`src/hdl/fp_decoder_consts.vh`:
```
// constants for the floating-point instruction decoder
`ifndef FP_DECODER_CONSTS_VH
`define FP_DECODER_CONSTS_VH
`define OP_NONE            5'h00
`define OP_MUL_ACC         5'h01
`define OP_MUL_SUB         5'h02
`define OP_NEG_MUL_ACC     5'h03
`define OP_NEG_MUL_SUB     5'h04
`define OP_MULTIPLY        5'h05
`define OP_NEG_MULTIPLY    5'h06
`define OP_ADD             5'h07
`define OP_SUBTRACT        5'h08
`define OP_DIVIDE          5'h09
`define OP_MOVE_IMM        5'h0a
`define OP_MOVE_REG        5'h0b
`define OP_ABSOLUTE        5'h0c
`define OP_NEGATE          5'h0d
`define OP_SQUARE_ROOT     5'h0e
`define OP_HALF_CVT_BOTTOM 5'h0f
`define OP_HALF_CVT_TOP    5'h10
`define OP_COMPARE         5'h11
`define OP_COMPARE_SIGNAL  5'h12
`define OP_CVT_INT         5'h13
`define OP_CVT_FIXED       5'h14
`define OP_STORE_MULTIPLE  5'h15
`define OP_STORE_SINGLE    5'h16
`define OP_STACK_PUSH      5'h17
`define OP_LOAD_MULTIPLE   5'h18
`define OP_LOAD_SINGLE     5'h19
`define OP_STACK_POP       5'h1a
`define OP_XFER64          5'h1b
`define CLS_NONE           4'h0
`define CLS_DATA_OP        4'h1
`define CLS_LOAD           4'h2
`define CLS_STORE          4'h4
`define CLS_XFER64         4'h8
`define MODE_NONE          3'h0
`define MODE_INC_AFTER     3'h1
`define MODE_INC_AFTER_WB  3'h2
`define MODE_DEC_BEFORE_WB 3'h3
`define MODE_OFFSET        3'h4
`define STACK_REG          4'hd
`define CP_FP_SINGLE       4'ha
`define CP_FP_DOUBLE       4'hb
`define CP_FIELD_HI        11
`define CP_FIELD_LO        9
`define CP_FIELD_VAL       3'h5
`define WIDTH_BIT          8
`define T_BIT              28
`define DP_PREFIX          8'he
`define LS_PREFIX          7'h76
`define DP_PREFIX_VAL      8'hee
`define IMM_ZEROS          19
`endif

```
`src/hdl/float_immediate_expander.v`:
```
// expands an eight-bit modified immediate into a single-precision constant
`timescale 1ns/1ps
`include "fp_decoder_consts.vh"
module float_immediate_expander (
  input  wire [7:0]  imm8,
  output wire [31:0] value
);
  // sign, inverted b, b five times, cdefgh, zero fill
  assign value = {imm8[7], ~imm8[6], {5{imm8[6]}}, imm8[5:0],
                  {`IMM_ZEROS{1'b0}}};
endmodule // float_immediate_expander

```
`src/hdl/fp_instruction_decoder.v`:
```
// decoder for floating-point data-processing and load/store instructions
`timescale 1ns/1ps
`include "fp_decoder_consts.vh"
module fp_instruction_decoder (
  input  wire        core_clk,
  input  wire        reset,
  input  wire        clk_en,
  input  wire        insn_valid,
  input  wire [31:0] insn_word,
  output reg         dec_valid,
  output reg  [3:0]  dec_class,
  output reg  [4:0]  dec_op,
  output reg  [2:0]  dec_mode,
  output reg         dec_double,
  output reg  [4:0]  dest_reg,
  output reg  [4:0]  first_src_reg,
  output reg  [4:0]  second_src_reg,
  output reg  [3:0]  base_core_register,
  output reg  [7:0]  imm_offset,
  output reg  [31:0] imm_value,
  output reg  [3:0]  coproc_num,
  output reg         coproc_data_operation,
  output reg         coproc_load,
  output reg         coproc_store,
  output reg         undefined_insn
);
  // word layout: first halfword in [31:16], second in [15:0]
  wire        t_bit                  = insn_word[`T_BIT];
  wire        width_select_bit       = insn_word[`WIDTH_BIT];
  // table patterns read o3..o0 = bits 23..20, the 'x' position is bit 22
  wire [3:0]  primary_opcode_field   = insn_word[23:20];
  wire [3:0]  secondary_opcode_field = insn_word[19:16];
  wire [1:0]  tertiary_opcode_field  = insn_word[7:6];
  wire [3:0]  quaternary_opcode_field = insn_word[3:0];
  wire [4:0]  ls_opcode              = insn_word[24:20];
  wire [3:0]  dest_reg_field         = insn_word[15:12];
  wire [3:0]  first_src_reg_field    = insn_word[19:16];
  wire [3:0]  second_src_reg_field   = insn_word[3:0];
  wire        d_bit                  = insn_word[22];
  wire        n_bit                  = insn_word[7];
  wire        m_bit                  = insn_word[5];
  wire        cp_ok = insn_word[`CP_FIELD_HI:`CP_FIELD_LO] == `CP_FIELD_VAL;
  wire        dp_space = {insn_word[31:29], insn_word[27:24]} == 7'h7e &&
                         cp_ok && !insn_word[4];
  wire        ls_space = {insn_word[31:29], insn_word[27:25]} == 6'h3e &&
                         cp_ok;
  wire [31:0] exp_imm;

  float_immediate_expander u_expander (
    .imm8  ({secondary_opcode_field, quaternary_opcode_field}),
    .value (exp_imm)
  );

  reg [4:0] op_d;
  reg [3:0] class_d;
  reg [2:0] mode_d;
  reg       dbl_d;
  reg       undef_d;

  always @* begin
    op_d    = `OP_NONE;
    class_d = `CLS_NONE;
    mode_d  = `MODE_NONE;
    dbl_d   = 1'b0;
    undef_d = 1'b0;
    if (dp_space) begin
      class_d = `CLS_DATA_OP;
      if (t_bit || width_select_bit) begin
        undef_d = 1'b1;
      end else begin
        // unused register fields select the operation
        casez (primary_opcode_field)
          4'b0?00: op_d = tertiary_opcode_field[0] ? `OP_MUL_SUB
                                                   : `OP_MUL_ACC;
          4'b0?01: op_d = tertiary_opcode_field[0] ? `OP_NEG_MUL_SUB
                                                   : `OP_NEG_MUL_ACC;
          4'b0?10: op_d = tertiary_opcode_field[0] ? `OP_NEG_MULTIPLY
                                                   : `OP_MULTIPLY;
          4'b0?11: op_d = tertiary_opcode_field[0] ? `OP_SUBTRACT
                                                   : `OP_ADD;
          4'b1?00: op_d = tertiary_opcode_field[0] ? `OP_NONE
                                                   : `OP_DIVIDE;
          4'b1?11: begin
            if (!tertiary_opcode_field[0]) begin
              op_d = `OP_MOVE_IMM;
            end else begin
              casez ({secondary_opcode_field, tertiary_opcode_field[1]})
                5'b0000_0: op_d = `OP_MOVE_REG;
                5'b0000_1: op_d = `OP_ABSOLUTE;
                5'b0001_0: op_d = `OP_NEGATE;
                5'b0001_1: op_d = `OP_SQUARE_ROOT;
                5'b0010_?: op_d = `OP_HALF_CVT_BOTTOM;
                5'b0011_?: op_d = `OP_HALF_CVT_TOP;
                5'b0100_?: op_d = `OP_COMPARE;
                5'b0101_?: op_d = `OP_COMPARE_SIGNAL;
                5'b1000_?: op_d = `OP_CVT_INT;
                5'b110?_?: op_d = `OP_CVT_INT;
                5'b1?1?_?: op_d = `OP_CVT_FIXED;
                default:   op_d = `OP_NONE;
              endcase
            end
          end
          default: op_d = `OP_NONE;
        endcase
        if (op_d == `OP_NONE)
          undef_d = 1'b1;
      end
    end else if (ls_space) begin
      if (t_bit) begin
        undef_d = 1'b1;
      end else begin
        // transfers keep the width bit: doubleword moves are allowed
        dbl_d = width_select_bit;
        casez (ls_opcode)
          5'b0010?: begin
            class_d = `CLS_XFER64;
            op_d    = `OP_XFER64;
          end
          5'b01?00: begin
            class_d = `CLS_STORE;
            op_d    = `OP_STORE_MULTIPLE;
            mode_d  = `MODE_INC_AFTER;
          end
          5'b01?10: begin
            class_d = `CLS_STORE;
            op_d    = `OP_STORE_MULTIPLE;
            mode_d  = `MODE_INC_AFTER_WB;
          end
          5'b1??00: begin
            class_d = `CLS_STORE;
            op_d    = `OP_STORE_SINGLE;
            mode_d  = `MODE_OFFSET;
          end
          5'b10?10: begin
            class_d = `CLS_STORE;
            mode_d  = `MODE_DEC_BEFORE_WB;
            op_d    = (insn_word[19:16] == `STACK_REG) ? `OP_STACK_PUSH
                                                       : `OP_STORE_MULTIPLE;
          end
          5'b01?01: begin
            class_d = `CLS_LOAD;
            op_d    = `OP_LOAD_MULTIPLE;
            mode_d  = `MODE_INC_AFTER;
          end
          5'b01?11: begin
            class_d = `CLS_LOAD;
            mode_d  = `MODE_INC_AFTER_WB;
            op_d    = (insn_word[19:16] == `STACK_REG) ? `OP_STACK_POP
                                                       : `OP_LOAD_MULTIPLE;
          end
          5'b1??01: begin
            class_d = `CLS_LOAD;
            op_d    = `OP_LOAD_SINGLE;
            mode_d  = `MODE_OFFSET;
          end
          5'b10?11: begin
            class_d = `CLS_LOAD;
            op_d    = `OP_LOAD_MULTIPLE;
            mode_d  = `MODE_DEC_BEFORE_WB;
          end
          default: begin
            undef_d = 1'b1;
          end
        endcase
      end
    end else begin
      // anything outside both spaces is not ours to execute
      undef_d = 1'b1;
    end
  end

  // doubleword vs single register numbers
  wire [4:0] d_num  = dbl_d ? {d_bit, dest_reg_field}
                            : {dest_reg_field, d_bit};
  wire [4:0] n_num  = dbl_d ? {n_bit, first_src_reg_field}
                            : {first_src_reg_field, n_bit};
  wire [4:0] m_num  = dbl_d ? {m_bit, second_src_reg_field}
                            : {second_src_reg_field, m_bit};

  // outputs registered so downstream units see one stable decode per word
  always @(posedge core_clk or posedge reset) begin
    if (reset) begin
      dec_valid             <= 1'b0;
      dec_class             <= `CLS_NONE;
      dec_op                <= `OP_NONE;
      dec_mode              <= `MODE_NONE;
      dec_double            <= 1'b0;
      dest_reg              <= 5'h00;
      first_src_reg         <= 5'h00;
      second_src_reg        <= 5'h00;
      base_core_register    <= 4'h0;
      imm_offset            <= 8'h00;
      imm_value             <= 32'h0000_0000;
      coproc_num            <= 4'h0;
      coproc_data_operation <= 1'b0;
      coproc_load           <= 1'b0;
      coproc_store          <= 1'b0;
      undefined_insn        <= 1'b0;
    end else if (clk_en) begin
      dec_valid             <= insn_valid;
      dec_class             <= undef_d ? `CLS_NONE : class_d;
      dec_op                <= undef_d ? `OP_NONE : op_d;
      dec_mode              <= undef_d ? `MODE_NONE : mode_d;
      dec_double            <= dbl_d;
      dest_reg              <= d_num;
      first_src_reg         <= n_num;
      second_src_reg        <= m_num;
      base_core_register    <= insn_word[19:16];
      imm_offset            <= insn_word[7:0];
      imm_value             <= exp_imm;
      coproc_num            <= insn_word[8] ? `CP_FP_DOUBLE
                                            : `CP_FP_SINGLE;
      coproc_data_operation <= insn_valid && !undef_d &&
                               class_d == `CLS_DATA_OP;
      coproc_load           <= insn_valid && !undef_d &&
                               class_d == `CLS_LOAD;
      coproc_store          <= insn_valid && !undef_d &&
                               class_d == `CLS_STORE;
      undefined_insn        <= insn_valid && undef_d;
    end
  end
endmodule // fp_instruction_decoder

```
`config.mk`:
```
export PLATFORM = sky130hd
export DESIGN_NAME = fp_instruction_decoder
export DESIGN_NICKNAME = d
export VERILOG_FILES = /design/src/hdl/float_immediate_expander.v /design/src/hdl/fp_instruction_decoder.v
export VERILOG_INCLUDE_DIRS = /design/src /design/src/hdl
export SDC_FILE = /design/constraint.sdc
export NUM_CORES = 1
export LEC_CHECK = 0
export ABC_CLOCK_PERIOD_IN_PS = 2700
export BUFFER_PORTS_ARGS = -buffer_cell sky130_fd_sc_hd__buf_4
export CORE_MARGIN = 5
export CORE_UTILIZATION = 53
export DETAILED_ROUTE_END_ITERATION = 12
export GPL_ROUTABILITY_DRIVEN = 0
export PLACE_DENSITY = 0.82
export SLEW_MARGIN = 0
export SYNTH_ARGS = -nofsm -noshare
export SYNTH_HDL_FRONTEND = slang
export SYNTH_HIERARCHICAL = 1
export SYNTH_SLANG_ARGS = --single-unit
export TNS_END_PERCENT = 30
```
`constraint.sdc`:
```
create_clock -name core_clk -period 2.7 [get_ports core_clk]
set_input_delay 0.405 -clock core_clk [delete_from_list [all_inputs] [get_ports core_clk]]
set_output_delay 0.405 -clock core_clk [all_outputs]
set_load 0.1 [all_outputs]
```
# Yosys cells after proc, flatten, opt, wreduce, memory -nomap -nowiden
# Cells that the tools add are included.
dict set report word_totals {
  ff_bits 62
  in_bits 36
  out_inout_bits 81
  elab_cells 113
}
dict set report op_classes {
  n_eq_ne 31
  muxes 41
  bitwise 1
  reduce_logical 24
}
# op n
set op_table {}
lappend op_table {{5-bit 2-to-1 mux} 11}
lappend op_table {{5-bit one-hot mux with 10 select lines} 1}
lappend op_table {{5-bit one-hot mux with 7 select lines} 1}
lappend op_table {{5-bit one-hot mux with 6 select lines} 1}
lappend op_table {{4-bit by 3-bit == test with 1-bit output, second input constant} 7}
lappend op_table {{4-bit 2-to-1 mux} 6}
lappend op_table {{3-bit == test, second input constant} 6}
lappend op_table {{4-bit by 2-bit == test with 1-bit output, second input constant} 4}
lappend op_table {{4-bit == test, second input constant} 4}
lappend op_table {{3-bit 2-to-1 mux} 5}
lappend op_table {{2-bit OR reduction} 7}
lappend op_table {{3-bit one-hot mux with 4 select lines} 1}
lappend op_table {{4-bit one-hot mux with 3 select lines} 1}
lappend op_table {{5-bit by 2-bit == test with 1-bit output, second input constant} 2}
lappend op_table {{5-bit zero test} 2}
lappend op_table {{1-bit 2-to-1 mux} 10}
lappend op_table {{9-bit OR reduction} 1}
lappend op_table {{1-bit logical AND} 8}
lappend op_table {{2-bit 2-to-1 mux} 4}
lappend op_table {{4-bit OR reduction} 2}
lappend op_table {{7-bit == test, second input constant} 1}
lappend op_table {{3-bit by 2-bit == test with 1-bit output, second input constant} 2}
lappend op_table {{6-bit == test, second input constant} 1}
lappend op_table {{5-bit by 1-bit == test with 1-bit output, second input constant} 1}
lappend op_table {{7 further kinds} 8}

# Logic depth before layout (Yosys ltp)
dict set report logic_depth {
  word_depth 14
  mapped_depth 7
  ltp_nobuf 6
}

# Hierarchy
# The synthesis kept the hierarchy.
# mod n_inst cells_per_inst area_each_um2 seq_area_each_um2
set by_module_without_submodules {}
lappend by_module_without_submodules {fp_instruction_decoder 1 324 3727.3 1976.9}
lappend by_module_without_submodules {float_immediate_expander 1 33 240.2 0.0}

# Worst setup path before layout
# No wires, ideal clock.
dict set report synth_timing {
  kind {input port to flip-flop}
  start {input insn_word[10]}
  end {register dec_op[2]}
  setup_time_ns 0.075
  t_arrival_ns 1.715
  required_ns 2.625
  setup_slack_ns 0.910
  stages 6
  n_path_buf 0
  cell_sequence {and4b_1 > nand3_4 > or4_4 > nor3_4 > a311oi_1 > o2bb2ai_2}
}
dict set report synth_between {
  elab_chain_len 5
  word_cells_on_any_way 9
  cone_classes {eq/ne: 1; mux: 5; reduce/logical: 3}
}
# element line
set synth_lines {}
lappend synth_lines {{start: declaration} fp_instruction_decoder.v:9} ;# input wire [31:0] insn_word,
lappend synth_lines {{3-bit == test (no source line) (*)} --}
lappend synth_lines {{1-bit logical AND (on tied branches)} {fp_instruction_decoder.v:45, fp_instruction_decoder.v:43}}
lappend synth_lines {{5-bit 2-to-1 mux (tied with other cells)} fp_instruction_decoder.v:108} ;# end else if (ls_space) begin
lappend synth_lines {{5-bit 2-to-1 mux or 1-bit 2-to-1 mux (tied branches)} fp_instruction_decoder.v:66} ;# if (dp_space) begin
lappend synth_lines {{5-bit 2-to-1 mux (*)} fp_instruction_decoder.v:202} ;# dec_op <= undef_d ? `OP_NONE : op_d;
lappend synth_lines {{end signal: assignment} fp_instruction_decoder.v:185} ;# dec_op <= `OP_NONE;
lappend synth_lines {{end signal: assignment} fp_instruction_decoder.v:202}
lappend synth_lines {{end: declaration} fp_instruction_decoder.v:12} ;# output reg [4:0] dec_op,
# Every way passes the cells marked *; elsewhere a longest branch is shown, timed or not.
# A chain may end at the register's enable or synchronous reset.

# Worst setup path in the final report
dict set report layout_timing {
  start {input insn_word[10]}
  end {register second_src_reg[3]}
}
dict set report layout_between {
  elab_chain_len 5
  word_cells_on_any_way 7
  cone_classes {eq/ne: 1; mux: 3; reduce/logical: 3}
}
# element line
set layout_lines {}
lappend layout_lines {{3-bit == test (no source line) (*)} --}
lappend layout_lines {{1-bit logical AND (on tied branches)} {fp_instruction_decoder.v:45, fp_instruction_decoder.v:43}}
lappend layout_lines {{1-bit 2-to-1 mux or 1-bit logical AND (tied branches)} {fp_instruction_decoder.v:108, fp_instruction_decoder.v:44}}
lappend layout_lines {{1-bit 2-to-1 mux (*)} fp_instruction_decoder.v:66}
lappend layout_lines {{5-bit 2-to-1 mux (*)} fp_instruction_decoder.v:177} ;# wire [4:0] m_num = dbl_d ? {m_bit, second_src_reg_field}
lappend layout_lines {{end signal: assignment} fp_instruction_decoder.v:207} ;# second_src_reg <= m_num;
lappend layout_lines {{end: declaration} fp_instruction_decoder.v:17} ;# output reg [4:0] second_src_reg,
# Marked as above.

==> metrics.txt <==
CP endpoint kind=flop; # rows=31; Nets=484; clk buf depth=2; DIE WIDTH=96.52 µm; # IOs=117; DR vias/cell=5.394; Initial Util=54.70%; initial antenna violation count=0; clock tree sinks=79; synthesized flop and latch total=79; clock-pin transition on the worst setup and hold timing paths=80 ps; number of routed nets with antenna violations=0; CTS Buf Count=9; startpoint types=input pin; Min-Delay Path Class=in2async; Worst Path Arrival=1930 ps; Clock Latency Late Sink=340 ps; kind of critical path=in2reg; via count=2972; Top Registers=imm_value (32), imm_offset (8); Gate Count Post-Synth=357; worst vdd ir=0.3832 mV; Logic pwr share=35.9%; vias in the first global route=2977; max reg flops=32; area delta synth->final=22.86%; Net Sw Frac=42.66%; MaxCap Viol Count=0; Reg with most FFs=imm_value; top cells by area, synth=dfrtp_1 (50%), mux2_2 (13%), buf_4 (6.2%); GRT Total Usage=20.86%; largest net degree at the start of global routing=42; Worst Skew=0 ps; Post-synth EDFFs=0; GRT overflow=0; final setup violation count=0; Max Clock Freq=0.5786 GHz; CTS tree=done; DRT iter0 DRCs=137; first-pass GRT wire length=14780 µm; CP max stage cell=nand2_2; Inst Count DP=536; # port buffers=115; full die area=9316 µm²; Hold Slack=153.8 ps; core area=7253 µm²; Final Instance Area=4875 µm²; CTS Hold Buffers Added=0; post-synthesis sequential area ratio=49.83%; n_diodes=0; dominant synthesized flop cell=dfrtp_1; crit-path cells=buf_4, and4b_1, nand3_4, nor4_4, nand2_2, mux2i_1, a21oi_1; final worst path period share=64.01%; RSZ-0062 raised after global routing=false; CP required=2900 ps; Worst-Margin Slew=692.8 ps; leakage=2.327 nW; area leader, netlist=dfrtp_1; Hold Violations, Final=0; Pre-antenna DRT Iters=5; Syn Area/Cell=11.11 µm²; FFs w/ async S/R, synth=100.0%; Root Buffer=clkbuf_8; Seq pwr share=40.9%; layout cell share with drive strength beyond 1=41.81%; Crit Path Max Fanout=16; synth warn=6; Switch Pwr=1.380 mW; die height=96.52 µm; clock share of power=23.3%; CTS H-tree lvls=3; status=completed; final cell count without fillers=551; post-CTS sizing=0; Pwr Total=3.235 mW; Final Max Slew Viols=0; hpwl dp=6787 µm; post-synth top area share=49.83%; Synth Cell Area=3968 µm²; Internal Power=1.855 mW; Fin Setup TNS=0 ps; routed len/inst=16.96 µm; fill cell count=577; Cell Pwr Density=663.7 nW/µm²; dpl cell area=4715 µm²; Worst slew margin=53.76%; DR DRC count=0; Final Critical Period=1728 ps; Synth cell types=47; routed wire length=9347 µm; slowest cell delay on critical path=370 ps; Post-CTS Setup Inserts=0
## layout by cell type (no fill, tap or decap), types with 2 or more instances in the layout
cell type	netlist	layout
a211o_1	3	3
nand2_1	16	16
a211oi_1	2	2
buf_4	33	117
mux2_2	46	46
nand2b_1	5	5
o2bb2ai_1	8	8
a2bb2oi_1	2	2
nor3_1	3	3
inv_1	7	6
nor4_1	4	4
nor4_4	2	2
a21oi_1	22	22
nor2_1	26	26
a22oi_1	3	3
nor2b_1	7	7
mux2i_1	17	17
o21ai_0	11	11
dfrtp_1	79	79
nand3_1	5	5
o21ai_1	4	4
clkbuf_8	0	9
clkinv_2	0	5
o22ai_1	3	3
o2111ai_1	3	3
o21bai_1	3	3
conb_1	2	20
## cell type report
type                       count  area (µm²)  area share [%]
sequential                    79        1977           40.55
multi-input combinational    233        1688           34.63
timing repair buffer         118       898.4           18.43
clock buffer                   9       123.9           2.541
tap                           99       123.9           2.541
clock inverter                 6       36.28          0.7444
inverter                       7       27.53          0.5647
## critical path, delay by kind of cell
| kind | cells | cell delay (ps) |
|---|---|---|
| AND/OR/NAND/NOR | 4 | 1070 |
| buffers and inverters | 1 | 100 |
| multiplexers | 1 | 260 |
| AO/OA/AOI/OAI | 1 | 90 |
## kinds of logic after synthesis
| kind of cell | after synthesis | share of synthesized area (%) |
|---|---|---|
| simple gates | 80 | 11.61 |
| flops | 79 | 49.83 |
| compound gates | 69 | 11.48 |
| mux | 63 | 17.34 |
| buf+inv | 63 | 9.335 |
| other cells | 2 | 0.1893 |
| xor+xnor | 1 | 0.2208 |
## Yosys cell counts (2+ instances only)
cell       count
buf_4         33
a21oi_1       22
o22ai_1        3
mux2i_1       17
a2bb2oi_1      2
nand3_1        5
o2111ai_1      3
nand2_1       16
a22oi_1        3
o21ai_0       11
nand2b_1       5
nor2_1        26
o21ai_1        4
nor2b_1        7
clkbuf_1      19
buf_2          2
a211o_1        3
nor4_4         2
mux2_2        46
conb_1         2
dfrtp_1       79
nor3_1         3
nor4_1         4
inv_1          7
a211oi_1       2
o21bai_1       3
o2bb2ai_1      8
## final timing paths
path	startpoint	to	slack, ps	cells past startpoint
min in group core_clk	insn_word[4]	imm_offset[4]	330	2
max in group asynchronous	reset	undefined_insn	1910	3
worst max register to register	dec_mode[2]	dec_mode[2]	1850	2
worst max-delay path	insn_word[10]	second_src_reg[3]	970	7
worst min-delay path	reset	imm_value[16]	150	2
worst min register to register	dec_op[0]	dec_op[0]	500	1
## through the flow
step	setup WS (ps)	utilization, %
2_1_floorplan	271.6	-
5_1_grt	869.4	67.21
3_3_place_gp	652.8	65.00
3_5_place_dp	625.5	65.00
6_report	971.8	67.21
4_1_cts	979.0	67.21
## metal layers
metal	vias to the layer above	track usage, %	wire, µm
met5	-	0	0
met4	0	9.112	204
li1	1394	-	-
met2	115	34.02	4757
met1	1447	26.25	3749
met3	16	5.345	635
## power by group through the flow
stage | registers, mW | logic (mW) | clock network (mW)
global placement | 1.34 | 1.15 | 0
global route | 1.34 | 1.20 | 0.826
CTS | 1.32 | 1.17 | 0.771
floorplan | 2.02 | 0.246 | 0
finish | 1.32 | 1.16 | 0.753
detailed placement | 1.35 | 1.16 | 0
Power figures use the tool's default switching activity.
